## config.mk

```make
export PLATFORM = sky130hd
export DESIGN_NAME = pcicfg_regs
export DESIGN_NICKNAME = d
export VERILOG_FILES = /design/src/pcicfg_pkg.sv /design/src/pcicfg_bar.sv /design/src/pcicfg_flag.sv /design/src/pcicfg_regs.sv
export SDC_FILE = /design/constraint.sdc
export NUM_CORES = 1
export LEC_CHECK = 0
export BUFFER_PORTS_ARGS = -buffer_cell sky130_fd_sc_hd__buf_2
export CAP_MARGIN = 20
export CORE_UTILIZATION = 31
export CTS_BUF_LIST = sky130_fd_sc_hd__clkbuf_4 sky130_fd_sc_hd__clkbuf_8
export CTS_CLUSTER_DIAMETER = 80
export CTS_CLUSTER_SIZE = 10
export DETAILED_ROUTE_END_ITERATION = 6
export MAX_ROUTING_LAYER = met4
export PLACE_DENSITY_LB_ADDON = 0.2
export REMOVE_ABC_BUFFERS = 1
export SYNTH_ARGS = -nofsm -noshare
export SYNTH_HDL_FRONTEND = slang
export SYNTH_SLANG_ARGS = --single-unit
```

## constraint.sdc

```tcl
create_clock -name clk -period 2.9 [get_ports clk]
set_input_delay 0.725 -clock clk [delete_from_list [all_inputs] [get_ports clk]]
set_output_delay 0.725 -clock clk [all_outputs]
set_load 0.05 [all_outputs]
```

## src/pcicfg_pkg.sv

```systemverilog
// package of offsets, fields and constants for the pci target config registers
package pcicfg_pkg;
   // ----------------------------------------
   // configuration offsets (byte addresses)
   // ----------------------------------------
   localparam logic [7:0] OFS_ID = 8'h00;
   localparam logic [7:0] OFS_STATUS = 8'h04;
   localparam logic [7:0] OFS_CLASS = 8'h08;
   localparam logic [7:0] OFS_MEMBASE = 8'h10;
   localparam logic [7:0] OFS_IOBASE = 8'h14;
   localparam logic [7:0] OFS_SUBSYS = 8'h2C;
   localparam logic [7:0] OFS_IRQ = 8'h3C;
   localparam logic [7:0] OFS_EXTIRQ = 8'h48;
   // ----------------------------------------
   // status word fields (bit within the 16-bit status half)
   // ----------------------------------------
   localparam int ST_SIG_TABORT = 11;
   localparam int ST_RCV_TABORT = 12;
   localparam int ST_RCV_MABORT = 13;
   localparam int ST_SIG_SERR = 14;
   localparam int ST_DET_PERR = 15;
   localparam logic [10:0] ST_LOW_FIXED = 11'h400;
   localparam int ST_66MHZ_BIT = 5;
   // ----------------------------------------
   // base address fields
   // ----------------------------------------
   localparam logic [3:0] MEM_LOW_BITS = 4'h8;
   localparam logic [3:0] MEM_LOW_NOPF = 4'h0;
   localparam logic [1:0] IO_LOW_BITS = 2'h1;
   localparam int MEM_WIDTH_DEF = 24;
   localparam int IO_WIDTH_DEF = 8;
   // ----------------------------------------
   // interrupt register fields
   // ----------------------------------------
   localparam logic [7:0] IRQ_PIN_A = 8'h01;
   localparam logic [7:0] IRQ_LINE_RST = 8'h00;
   localparam int EXT_PEND_BIT = 14;
   localparam int EXT_EN_BIT = 15;
   // ----------------------------------------
   // identification defaults (values arbitrary)
   // ----------------------------------------
   localparam logic [15:0] DEV_ID_DEF = 16'h0001;
   localparam logic [15:0] VEN_ID_DEF = 16'h0002;
   localparam logic [7:0] REV_ID_DEF = 8'h03;
   localparam logic [23:0] CLASS_DEF = 24'h000004;
   localparam logic [15:0] SUBSYS_ID_DEF = 16'h0005;
   localparam logic [15:0] SUBVEN_ID_DEF = 16'h0006;
endpackage : pcicfg_pkg

```

## src/pcicfg_bar.sv

```systemverilog
// one base address register: storage, readback and address hit
`timescale 1ns/10ps
`default_nettype none
module pcicfg_bar
   import pcicfg_pkg::*;
#(
   parameter int WIDTH = 24,
   parameter logic [3:0] LOW_BITS = 4'h8
) (
   input wire logic clk,
   input wire logic reset,
   input wire logic wrEn,
   input wire logic [31:0] wrData,
   input wire logic [3:0] byteEn,
   input wire logic [31:0] pciAddr,
   output logic [31:0] rdValue,
   output logic hit
);
   typedef struct packed {
      logic [31:0] base;
   } pcicfg_bar_t;
   pcicfg_bar_t state_ff;
   pcicfg_bar_t nxt_state;
   logic [31:0] wrMask;
   logic [31:0] laneMask;

   // writable split follows the window size
   assign wrMask = ~((32'h1 << WIDTH) - 32'h1);
   assign laneMask = {{8{byteEn[3]}}, {8{byteEn[2]}}, {8{byteEn[1]}}, {8{byteEn[0]}}};

   always_comb begin
      nxt_state = state_ff;
      if (wrEn) begin
         // only upper window bits take data
         nxt_state.base = (state_ff.base & ~(wrMask & laneMask)) | (wrData & wrMask & laneMask);
      end
   end

   always_ff @(posedge clk or posedge reset) begin
      if (reset) begin
         state_ff <= '0;
      end else begin
         state_ff <= nxt_state;
      end
   end

   // low bits hardwired: type and prefetch or io marker
   assign rdValue = (state_ff.base & wrMask) | {28'h0000000, LOW_BITS};
   assign hit = ((pciAddr & wrMask) == (state_ff.base & wrMask));

   a_bar_lowfix: assert property (@(posedge clk) disable iff (reset)
      rdValue[3:0] == LOW_BITS) else $error("bar low bits not fixed");
   a_bar_hold: assert property (@(posedge clk) disable iff (reset)
      !$past(wrEn) |-> $stable(rdValue)) else $error("bar changed without write");
endmodule // pcicfg_bar
`default_nettype wire

```

## src/pcicfg_flag.sv

```systemverilog
// sticky flag set by hardware, cleared by writing one; set wins
`timescale 1ns/10ps
`default_nettype none
module pcicfg_flag (
   input wire logic clk,
   input wire logic reset,
   input wire logic setEv,
   input wire logic clrOne,
   output logic flag
);
   typedef struct packed {
      logic flag;
   } pcicfg_flag_t;
   pcicfg_flag_t state_ff;
   pcicfg_flag_t nxt_state;

   always_comb begin
      nxt_state = state_ff;
      if (setEv) begin
         nxt_state.flag = 1'b1;
      end else if (clrOne) begin
         nxt_state.flag = 1'b0;
      end
   end

   always_ff @(posedge clk or posedge reset) begin
      if (reset) begin
         state_ff <= '0;
      end else begin
         state_ff <= nxt_state;
      end
   end

   assign flag = state_ff.flag;

   a_flag_setwins: assert property (@(posedge clk) disable iff (reset)
      setEv |=> flag) else $error("set event lost");
   a_flag_noclr: assert property (@(posedge clk) disable iff (reset)
      (flag && !clrOne) |=> flag) else $error("flag cleared without write one");
endmodule // pcicfg_flag
`default_nettype wire

```

## src/pcicfg_regs.sv

```systemverilog
// configuration-space registers of the pci target
`timescale 1ns/10ps
`default_nettype none
// Behaviour
// - status flags clear only by writing one; zero leaves them.
// - received target and master abort bits always read zero.
// - signaled system error flag resets zero, sets when serr driven.
// - detected parity error sets on any parity error, ignoring response bit.
// - memory base reads memory space, type 00, prefetchable bit 3.
// - 16 MB default: bits 23-4 zero, 31-24 writable, compared for hit.
// - writable/hardwired split in both bars follows configured window size.
// - io base only in second bar: bit0 one, bit1 zero, low zeros.
// - io base bits 31-8 writable and compared to address for hit.
// - interrupt pin byte reads 01, meaning line a.
// - interrupt line byte is plain storage affecting nothing.
// - interrupt register may be left out without interrupt capability.
// - 48h bit 14 pending: resets zero, sets on input, write one clears.
// - 48h bit 15 enables external interrupt support.
// - 48h other bits read zero.
// - identification fields are read-only build constants.
// - signaled target abort flag resets zero, sets on target abort.
module pcicfg_regs
   import pcicfg_pkg::*;
#(
   parameter int MEM_WIDTH = MEM_WIDTH_DEF,
   parameter logic BAR1_ENABLE = 1'b1,
   parameter logic BAR1_IS_MEM = 1'b0,
   parameter int BAR1_WIDTH = IO_WIDTH_DEF,
   parameter logic BAR1_PREFETCH = 1'b1,
   parameter logic IRQ_ENABLE = 1'b1,
   parameter logic MHZ66 = 1'b1,
   parameter logic [15:0] DEV_ID = DEV_ID_DEF,
   parameter logic [15:0] VEN_ID = VEN_ID_DEF,
   parameter logic [7:0] REV_ID = REV_ID_DEF,
   parameter logic [23:0] CLASS_CODE = CLASS_DEF,
   parameter logic [15:0] SUBSYS_ID = SUBSYS_ID_DEF,
   parameter logic [15:0] SUBVEN_ID = SUBVEN_ID_DEF
) (
   input wire logic clk,
   input wire logic reset,
   input wire logic cfgWr,
   input wire logic cfgRd,
   input wire logic [7:0] cfgAddr,
   input wire logic [31:0] cfgWrData,
   input wire logic [3:0] cfgByteEn,
   output logic [31:0] cfgRdData,
   input wire logic [15:0] cmdWord,
   input wire logic targetAbort,
   input wire logic serrDrive,
   input wire logic parityErr,
   input wire logic ext_irq_in_n,
   input wire logic [31:0] pciAddr,
   output logic memHit,
   output logic ioHit,
   output logic intAOut,
   output logic [7:0] irqLine
);
   // ----------------------------------------
   // state
   // ----------------------------------------
   typedef struct packed {
      logic [31:0] rdData;
      logic [7:0] irqLine;
      logic extEnable;
   } pcicfg_regs_t;
   pcicfg_regs_t state_ff;
   pcicfg_regs_t nxt_state;

   logic [31:0] memRd;
   logic [31:0] bar1Rd;
   logic memMatch;
   logic bar1Match;
   logic wrStatus;
   logic wrMem;
   logic wrBar1;
   logic wrIrq;
   logic wrExt;
   logic sigTabort;
   logic sigSerr;
   logic detPerr;
   logic extPend;
   logic [15:0] statusWord;
   logic [31:0] rdMux;
   // line byte of the write data, tapped for the line storage check
   logic [7:0] lineWrByte;

   localparam logic [3:0] MEM0_LOW = MEM_LOW_BITS;
   localparam logic [3:0] BAR1_LOW = !BAR1_IS_MEM ? {2'h0, IO_LOW_BITS} :
      (BAR1_PREFETCH ? MEM_LOW_BITS : MEM_LOW_NOPF);

   // ----------------------------------------
   // write decode
   // ----------------------------------------
   assign wrStatus = cfgWr && (cfgAddr == OFS_STATUS) && cfgByteEn[3];
   assign wrMem = cfgWr && (cfgAddr == OFS_MEMBASE);
   assign wrBar1 = cfgWr && (cfgAddr == OFS_IOBASE) && BAR1_ENABLE;
   assign wrIrq = cfgWr && (cfgAddr == OFS_IRQ) && cfgByteEn[1] && IRQ_ENABLE;
   assign wrExt = cfgWr && (cfgAddr == OFS_EXTIRQ) && cfgByteEn[1];
   assign lineWrByte = cfgWrData[15:8];

   // ----------------------------------------
   // base address registers
   // ----------------------------------------
   pcicfg_bar #(
      .WIDTH(MEM_WIDTH),
      .LOW_BITS(MEM0_LOW)
   ) u_bar0 (
      .clk(clk),
      .reset(reset),
      .wrEn(wrMem),
      .wrData(cfgWrData),
      .byteEn(cfgByteEn),
      .pciAddr(pciAddr),
      .rdValue(memRd),
      .hit(memMatch)
   );

   // io type only allowed on the second bar
   pcicfg_bar #(
      .WIDTH(BAR1_WIDTH),
      .LOW_BITS(BAR1_LOW)
   ) u_bar1 (
      .clk(clk),
      .reset(reset),
      .wrEn(wrBar1),
      .wrData(cfgWrData),
      .byteEn(cfgByteEn),
      .pciAddr(pciAddr),
      .rdValue(bar1Rd),
      .hit(bar1Match)
   );

   // hit qualified by command space enables; bar1 memory hits join memHit
   assign memHit = cmdWord[1] && (memMatch || (BAR1_ENABLE && BAR1_IS_MEM && bar1Match));
   assign ioHit = cmdWord[0] && BAR1_ENABLE && !BAR1_IS_MEM && bar1Match;

   // ----------------------------------------
   // status flags: bits 27, 30 and 31 of dword 04h, then the 48h pending flag at bit 14
   // ----------------------------------------
   pcicfg_flag u_sigtabort (
      .clk(clk),
      .reset(reset),
      .setEv(targetAbort),
      .clrOne(wrStatus && cfgWrData[16 + ST_SIG_TABORT]),
      .flag(sigTabort)
   );

   pcicfg_flag u_sigserr (
      .clk(clk),
      .reset(reset),
      .setEv(serrDrive),
      .clrOne(wrStatus && cfgWrData[16 + ST_SIG_SERR]),
      .flag(sigSerr)
   );

   // parity response bit deliberately not consulted
   pcicfg_flag u_detperr (
      .clk(clk),
      .reset(reset),
      .setEv(parityErr),
      .clrOne(wrStatus && cfgWrData[16 + ST_DET_PERR]),
      .flag(detPerr)
   );

   // external interrupt pending, level-set while input low
   pcicfg_flag u_extpend (
      .clk(clk),
      .reset(reset),
      .setEv(!ext_irq_in_n),
      .clrOne(wrExt && cfgWrData[EXT_PEND_BIT]),
      .flag(extPend)
   );

   always_comb begin
      statusWord = {5'h00, ST_LOW_FIXED};
      statusWord[ST_66MHZ_BIT] = MHZ66;
      statusWord[ST_SIG_TABORT] = sigTabort;
      statusWord[ST_RCV_TABORT] = 1'b0;
      statusWord[ST_RCV_MABORT] = 1'b0;
      statusWord[ST_SIG_SERR] = sigSerr;
      statusWord[ST_DET_PERR] = detPerr;
   end

   // ----------------------------------------
   // read multiplexer
   // ----------------------------------------
   always_comb begin
      case (cfgAddr)
         OFS_ID: rdMux = {DEV_ID, VEN_ID};
         OFS_STATUS: rdMux = {statusWord, cmdWord};
         OFS_CLASS: rdMux = {CLASS_CODE, REV_ID};
         OFS_MEMBASE: rdMux = memRd;
         OFS_IOBASE: rdMux = BAR1_ENABLE ? bar1Rd : 32'h00000000;
         OFS_SUBSYS: rdMux = {SUBSYS_ID, SUBVEN_ID};
         // pin constant, line storage
         OFS_IRQ: rdMux = IRQ_ENABLE ? {16'h0000, state_ff.irqLine, IRQ_PIN_A} : 32'h00000000;
         // reserved bits read zero
         OFS_EXTIRQ: rdMux = {16'h0000, state_ff.extEnable, extPend, 14'h0000};
         default: rdMux = 32'h00000000;
      endcase
   end

   // ----------------------------------------
   // next state
   // ----------------------------------------
   always_comb begin
      nxt_state = state_ff;
      if (cfgRd) begin
         nxt_state.rdData = rdMux;
      end
      if (wrIrq) begin
         nxt_state.irqLine = cfgWrData[15:8];
      end
      if (wrExt) begin
         nxt_state.extEnable = cfgWrData[EXT_EN_BIT];
      end
   end

   always_ff @(posedge clk or posedge reset) begin
      if (reset) begin
         state_ff <= '0;
      end else begin
         state_ff <= nxt_state;
      end
   end

   assign cfgRdData = state_ff.rdData;
   assign irqLine = state_ff.irqLine;
   // interrupt a, active high here; pad inverts
   assign intAOut = IRQ_ENABLE && extPend && state_ff.extEnable;

   // ----------------------------------------
   // checks: status flags
   // ----------------------------------------
   a_rcv_abort_zero: assert property (@(posedge clk) disable iff (reset)
      cfgRd && cfgAddr == OFS_STATUS |=> cfgRdData[29:28] == 2'b00) else
      $error("received abort bits not zero");
   a_status_fixed: assert property (@(posedge clk) disable iff (reset)
      cfgRd && cfgAddr == OFS_STATUS |=>
      cfgRdData[26:16] == {ST_LOW_FIXED[10:6], MHZ66, ST_LOW_FIXED[4:0]}) else
      $error("fixed status bits wrong");
   a_serr_sets: assert property (@(posedge clk) disable iff (reset)
      serrDrive |=> sigSerr) else $error("serr flag not set");
   a_serr_read: assert property (@(posedge clk) disable iff (reset)
      cfgRd && cfgAddr == OFS_STATUS |=> cfgRdData[30] == $past(sigSerr)) else
      $error("serr flag read wrong");
   a_perr_sets: assert property (@(posedge clk) disable iff (reset)
      parityErr |=> detPerr) else $error("parity flag not set");
   a_perr_read: assert property (@(posedge clk) disable iff (reset)
      cfgRd && cfgAddr == OFS_STATUS |=> cfgRdData[31] == $past(detPerr)) else
      $error("parity flag read wrong");
   a_tabort_sets: assert property (@(posedge clk) disable iff (reset)
      targetAbort |=> sigTabort) else $error("target abort flag not set");
   a_tabort_read: assert property (@(posedge clk) disable iff (reset)
      cfgRd && cfgAddr == OFS_STATUS |=> cfgRdData[27] == $past(sigTabort)) else
      $error("target abort flag read wrong");
   a_serr_clear: assert property (@(posedge clk) disable iff (reset)
      wrStatus && cfgWrData[16 + ST_SIG_SERR] && !serrDrive |=> !sigSerr) else
      $error("serr flag not cleared by one");

   // ----------------------------------------
   // checks: base, identification, interrupt
   // ----------------------------------------
   a_mem_low: assert property (@(posedge clk) disable iff (reset)
      cfgRd && cfgAddr == OFS_MEMBASE |=> cfgRdData[3:0] == MEM0_LOW) else
      $error("memory bar low bits wrong");
   a_bar1_low: assert property (@(posedge clk) disable iff (reset)
      cfgRd && cfgAddr == OFS_IOBASE && BAR1_ENABLE |=> cfgRdData[3:0] == BAR1_LOW) else
      $error("second bar low bits wrong");
   a_mem_hit: assert property (@(posedge clk) disable iff (reset)
      memHit |-> cmdWord[1]) else $error("memory hit without enable");
   a_io_hit: assert property (@(posedge clk) disable iff (reset)
      ioHit |-> cmdWord[0] && !BAR1_IS_MEM) else $error("io hit without enable");
   a_id_const: assert property (@(posedge clk) disable iff (reset)
      cfgRd && cfgAddr == OFS_ID |=> cfgRdData == {DEV_ID, VEN_ID}) else
      $error("identification not constant");
   a_pin_const: assert property (@(posedge clk) disable iff (reset)
      cfgRd && cfgAddr == OFS_IRQ && IRQ_ENABLE |=> cfgRdData[7:0] == IRQ_PIN_A) else
      $error("interrupt pin wrong");
   a_line_write: assert property (@(posedge clk) disable iff (reset)
      wrIrq |=> irqLine == $past(lineWrByte)) else $error("line byte not stored");
   a_line_hold: assert property (@(posedge clk) disable iff (reset)
      !wrIrq |=> $stable(irqLine)) else $error("line byte changed without write");
   a_ext_reserved: assert property (@(posedge clk) disable iff (reset)
      cfgRd && cfgAddr == OFS_EXTIRQ |=> cfgRdData[13:0] == 14'h0000 &&
      cfgRdData[31:16] == 16'h0000) else $error("reserved bits not zero");
   // pending follows the input one edge later, so the pad sees it a cycle late
   a_ext_pend: assert property (@(posedge clk) disable iff (reset)
      !ext_irq_in_n |=> extPend) else $error("external pending not set");
   a_ext_clear: assert property (@(posedge clk) disable iff (reset)
      wrExt && cfgWrData[EXT_PEND_BIT] && ext_irq_in_n |=> !extPend) else
      $error("external pending not cleared");
   a_ext_enable: assert property (@(posedge clk) disable iff (reset)
      wrExt && cfgWrData[EXT_EN_BIT] |=> state_ff.extEnable) else $error("enable not set");
   a_ext_disable: assert property (@(posedge clk) disable iff (reset)
      wrExt && !cfgWrData[EXT_EN_BIT] |=> !state_ff.extEnable) else $error("enable not off");
   // enable only held when no write to 48h lands in the same cycle
   a_int_rise: assert property (@(posedge clk) disable iff (reset)
      !ext_irq_in_n && state_ff.extEnable && IRQ_ENABLE && !wrExt |=> intAOut) else
      $error("interrupt a not raised");
   a_int_drop: assert property (@(posedge clk) disable iff (reset)
      wrExt && !cfgWrData[EXT_EN_BIT] |=> !intAOut) else $error("interrupt a not dropped");
endmodule // pcicfg_regs
`default_nettype wire
```

==> results.toml, run 1 <==
[status]
status = "finished clean"

[power_and_ir_drop]
power.total_mw = 2.13
p_sw_share_pct = 26.9
cellLeakagePower_nw = 2.41
power_frac_clock_pct = 34.4
worst_ir_drop_on_vdd_mv = 0.153
cellInternalPower_mw = 1.55
power.share.combinational_pct = 13.3
seqPwrFrac_pct = 52.3
power_per_cell_area_mw_per_mm2 = 437
net-switching-power_mw = 0.573

[route]
antenna_viol_nets_final = 0
drc = 0
num_vias = 3110
first_iter_violations = 155
detail_route.first_pass.iterations = 4
routedWlPerCell_um = 17.9
mean_number_of_vias_per_cell = 4.82
drt_wl_total_um = 11500

[floorplan]
design.die.area_mm2 = 0.0138
core_area_mm2 = 0.0128
placementRows = 41
ios = 143
die_y_um = 118
starting_density_of_the_core_pct = 32.3
fp.dieW_um = 118

[finish]
nFillCells = 1339
post_route_cells_drive_above_1_share_pct = 43.1
insertedDiodeCount = 0
final_nets = 570
final_cell_count_no_fill = 645
areaGrowthSynthToFinish_pct = 17.6

[yosys]
ys.warnings.count = 0
synth_top_cell_by_area = "dfrtp_1"
dominantRegCellSynth = "dfrtp_1"
post_synth_inst_count = 382
synth.cell_area_mm2 = 0.00414
post_synth_num_cell_types = 50
synth-seq-area-share_pct = 46.6
netlist_top_cells_area = "dfrtp_1 47%, mux2_2 11%, buf_4 7.3%"
synth-seq-cells = 77
async_flop_share_pct = 100
synth_top_cell_area_share_pct = 46.6
synth_area_per_cell_um2 = 10.8
synth-edff-count = 0

[global_routing]
global_route_wire_length_before_repair_um = 18000
global_route.overflow_total = 0
grt_antenna_before_repair = 0
global_router_s_overall_resource_usage_pct = 17.8
grtUsageMet2_pct = 26.2
global_route.usage.met3_pct = 4.02
met1_usage_pct = 24.4
busiest_layer = "met2"
grt_max_degree = 78
vias_in_the_first_global_route = 3158

[sta]
skew_ns = 0.00158
fin_hold_ws_ns = 0.436
finalCritPeriodShare_pct = 95.9
relSlewSlack_pct = 43.7
rsz0062_at_grt = "false"
finalCriticalPeriod_ns = 2.78
timing.final.hold_violations = 0
max_clock_freq_mhz = 359
final-max-slew-violation-count = 0
setup_viol = 0
layout_setup_ws_ns = 0.118
tightest_slew_ns = 0.844

[clock_network]
cts_tree = "built"
clock_insertion_delay_worst_skew_ns = 0.35
clock-root-buffer = "clkbuf_8"
cts.clk_slew.worst_paths_ns = 0.08
htree_levels = 3
cts.sink_count = 77
cts_buffers = 9
cts_buffer_depth = 2

[critical_path]
path_class = "input pin to primary output"
r2r_end = "cfgRdData[14]"
critical-path-slowest-cell = "clkbuf_4"
cp-end-kind = "primary output"
regToRegSetupSlack_ns = 1.53
crit_required_ns = 2.17
maximum_fanout_count_along_the_critical_path = 2
cp-startpoint = "pciAddr[24]"
cp-start-kind = "input pin"
max_stage_delay_ns = 0.30
arrival_ns = 2.06
ff2ff_path_depth = 4
crit_path_cell_trace = "buf_2, xor2_1, nor4_1, nand3_1, nor4_2, clkbuf_4"

[worst_hold_path]
hold_path_class = "input pin to async pin"

[job]
maxCapViolCount = 0

[placed_design]
buffer_ports.inserted = 125
finalWeightedCongestion = 0.858
pre_cts_slack_ns = 0.0520
dpl.hpwl_um = 8560
dp.cells = 631
-- power groups by stage --
stage               combinational, mW  clock, mW  sequential [mW]
floorplan                      0.0982          0             1.17
global placement                0.284          0             1.13
detailed placement              0.286          0             1.14
CTS                             0.287      0.762             1.11
global route                    0.310      0.799             1.12
finish                          0.283      0.731             1.11
-- cells in the final DEF, fill, tap and decap left out, types with 11 or more instances in the layout --
cell type	synthesis	routed
buf_2	2	124
dfrtp_1	77	77
mux2_2	40	40
xor2_1	22	22
nand3_1	18	18
o21ai_0	17	17
inv_1	17	16
nor2_1	15	15
nand2_1	15	15
clkbuf_8	0	11
-- layer usage --
| layer | up-vias | share of wire [%] |
|---|---|---|
| met2 | 103 | 45 |
| met3 | 8 | 5.8 |
| met4 | 0 | 1.1 |
| met1 | 1500 | 48 |
| li1 | 1499 | - |
| met5 | - | 0 |
-- worst max-delay path, delay by kind of cell --
family,cells,cell delay (ns)
xor gates and xnor gates,1,0.17
buffers and inverters,2,0.42
and+or+nand+nor,3,0.74
-- worst max path at each step --
| stage | end | slack, ns |
|---|---|---|
| after floorplan | ioHit | -0.54 |
| after global placement | ioHit | 0.03 |
| after detailed placement | ioHit | 0.05 |
| after CTS | ioHit | 0.04 |
| after global routing | ioHit | 0.06 |
| final | ioHit | 0.12 |
-- synth_stat cells, types with 3 or more instances --
library cell	number
nand2_1	15
nand4_1	6
a22oi_1	5
a22o_1	5
xnor2_1	10
nor4_1	7
inv_1	17
nand3_1	18
a221oi_1	9
and3_1	4
buf_4	40
mux2i_1	4
nor2_1	15
nand3_2	3
clkbuf_1	14
a21o_1	4
dfrtp_1	77
a21oi_1	8
mux2_2	40
o2bb2ai_1	5
xor2_1	22
o21ai_0	17
-- logic make-up (layout without fill, tap and decap cells) --
logic type                Yosys count  after routing  synth area share [%]
DFF                                77             77                  46.6
xor gates and xnor gates           32             32                  6.77
and+or+nand+nor                    88             88                  12.7
buffers and inverters              75            166                  10.7
muxes                              45             45                  12.1
AOI/OAI and AO/OA                  65             65                  11.1
-- stage by stage --
stage / TNS [ns] / cell area (um^2) / util (%)
after global routing: 0 / 4870 / 38.0
final: 0 / 4870 / 38.0
after floorplan: -1.02 / 3760 / -
after CTS: 0 / 4860 / 37.9
after detailed placement: 0 / 4690 / 36.6
after global placement: 0 / 4690 / 36.6
-- what timing repair did --
| item | 4_1_cts | 5_1_grt |
|---|---|---|
| hold buffers | 0 | 0 |
| setup endpoints to repair | 0 | 1 |
| hold endpoints to repair | 0 | 0 |
| setup buffers | 0 | 0 |
| gates resized for setup | 0 | 2 |
-- cell type report --
type / instances / area (um^2) / area share, %
clock buffers: 12 / 159 / 3.26
clock inverters: 2 / 10.0 / 0.206
inverters: 17 / 65.1 / 1.34
multi-input cells: 230 / 1780 / 36.5
flip-flops and latches: 77 / 1930 / 39.6
well taps: 172 / 215 / 4.42
repair buffers: 135 / 716 / 14.7
Power figures use the tool's default switching activity.
==> inputs of run 2 (changes only) <==
CORE_ASPECT_RATIO = 0.9   (was not set)
==> run 2 against run 1 <==
Power increased by 15%. Critical path type unchanged. Sequential power about the same. Register-to-register slack gained 0.02 ns. Clock power up 42%. Largest power group unchanged. Combinational power is 1% higher. Count of clock-buffer cells in the layout up 1. Non-clock buffer count grew 6.
==> results.toml, run 2 (same netlist as run 1, synthesis figures left out) <==
[critical_path]
critical-path-slowest-cell = "nor4_1"
max_stage_delay_ns = 0.28
cp-start-kind = "input pin"
crit_required_ns = 2.17
path_class = "input pin to primary output"
maximum_fanout_count_along_the_critical_path = 2
cp-startpoint = "pciAddr[25]"
cp-end-kind = "primary output"
worst_path_most_repeated_cell = "buf_4"
crit_path_cell_trace = "buf_2, xor2_1, nor4_1, buf_4, nand3_1, nor4_2, buf_4"
arrival_ns = 2.03

[floorplan]
ios = 143
die_y_um = 112
fp.dieW_um = 124
core_area_mm2 = 0.0128
starting_density_of_the_core_pct = 32.2
design.die.area_mm2 = 0.0138
placementRows = 39

[sta]
finalCritPeriodShare_pct = 95.0
relSlewSlack_pct = 44.4
finalCriticalPeriod_ns = 2.76
setup_viol = 0
setup_tns_after_final_layout_ns = 0
rsz0062_at_grt = "false"
final-max-slew-violation-count = 0
layout_setup_ws_ns = 0.144
tightest_slew_ns = 0.834
fin_hold_ws_ns = 0.451
max_clock_freq_mhz = 363
timing.final.hold_violations = 0
skew_ns = 0.00896

[power_and_ir_drop]
worst_ir_drop_on_vdd_mv = 0.340
seqPwrFrac_pct = 45.6
power_per_cell_area_mw_per_mm2 = 489
power_frac_clock_pct = 42.7
power.total_mw = 2.44
power.share.combinational_pct = 11.7
p_sw_share_pct = 24.1
cellInternalPower_mw = 1.85
net-switching-power_mw = 0.589
cellLeakagePower_nw = 2.49

[worst_hold_path]
hold_path_class = "input pin to async pin"

[finish]
final_cell_area_mm2 = 0.00500
final_nets = 576
final_cell_count_no_fill = 645
post_route_cells_drive_above_1_share_pct = 44.1
nFillCells = 1306
final_cell_utilization_of_the_core_pct = 38.9
most-common-layout-cells = "124 x buf_2, 77 x dfrtp_1, 40 x mux2_2"
layout_commonest_cell = "buf_2"
insertedDiodeCount = 0
areaGrowthSynthToFinish_pct = 20.7

[placed_design]
buffer_ports.inserted = 125
finalWeightedCongestion = 0.824
placedInstanceArea_mm2 = 0.00472
pre_cts_slack_ns = 0.0934
dpl.hpwl_um = 8740
dp.cells = 629

[route]
detail_route.first_pass.iterations = 4
first_iter_violations = 135
antenna_viol_nets_final = 0
num_vias = 3127
drt_wl_total_um = 11600
drc = 0
mean_number_of_vias_per_cell = 4.85
routedWlPerCell_um = 18.0

[clock_network]
clock-root-buffer = "clkbuf_8"
cts_buffers = 9
cts_tree = "built"
cts_buffer_depth = 2
cts.sink_count = 77
clock_insertion_delay_worst_skew_ns = 0.36
cts.clk_slew.worst_paths_ns = 0.07
post_cts.resized_instances = 0
number_of_buffers_inserted_for_hold_repair_after_clock_tree_synthesis = 0
cts_setup_buffers = 0
htree_levels = 3

[global_routing]
global_route_wire_length_before_repair_um = 18000
global_router_s_overall_resource_usage_pct = 18.4
vias_in_the_first_global_route = 3248
grt_antenna_before_repair = 0
grt_max_degree = 41
global_route.overflow_total = 0

[job]
maxCapViolCount = 0

[status]
status = "finished clean"
==> run 2: changes by cell type in the layout (fill, tap and decap cells not counted), sizes merged <==
cell / previous run / this run
clkinv: 3 / 1
buf: 134 / 141
bufinv: 0 / 3
==> run 2: power groups by stage <==
stage	logic, mW	clock network, mW	registers (mW)
global placement	0.288	0	1.13
global route	0.315	1.14	1.12
floorplan	0.0982	0	1.17
detailed placement	0.290	0	1.14
finish	0.287	1.04	1.11
CTS	0.292	1.08	1.11
==> run 2: worst paths after layout <==
check | slack [ns] | end | depth (start not counted)
max | 0.14 | ioHit | 7
min | 0.45 | cfgRdData[20] | 2
max reg2reg | 1.55 | cfgRdData[14] | 4
min reg2reg | 0.48 | cfgRdData[29] | 1
max in group asynchronous | 1.79 | async pin | 3
min in group clk | 0.48 | cfgRdData[29] | 1
==> run 2: routing by layer <==
layer  part of all wire, %  wire (um)  track usage, %
met4                   1.4        162            4.74
met2                    45       5170            26.8
met1                    47       5490            25.0
met3                   6.6        770            5.02
met5                     0          0               -
==> run 2: cell type report <==
type | instances | area, um^2 | share of cell area, %
Clock buffer | 13 | 173 | 3.46
Inverter | 17 | 65.1 | 1.30
Timing Repair Buffer | 141 | 761 | 15.2
Sequential cell | 77 | 1930 | 38.6
Tap cell | 164 | 205 | 4.11
Multi-Input combinational cell | 230 | 1780 | 35.5
Clock inverter | 3 | 90.1 | 1.80
==> run 2: worst max-delay path, delay by kind of cell <==
family	cells	cell delay [ns]
xor gates and xnor gates	1	0.13
and+or+nand+nor	3	0.64
buffers and inverters	3	0.53
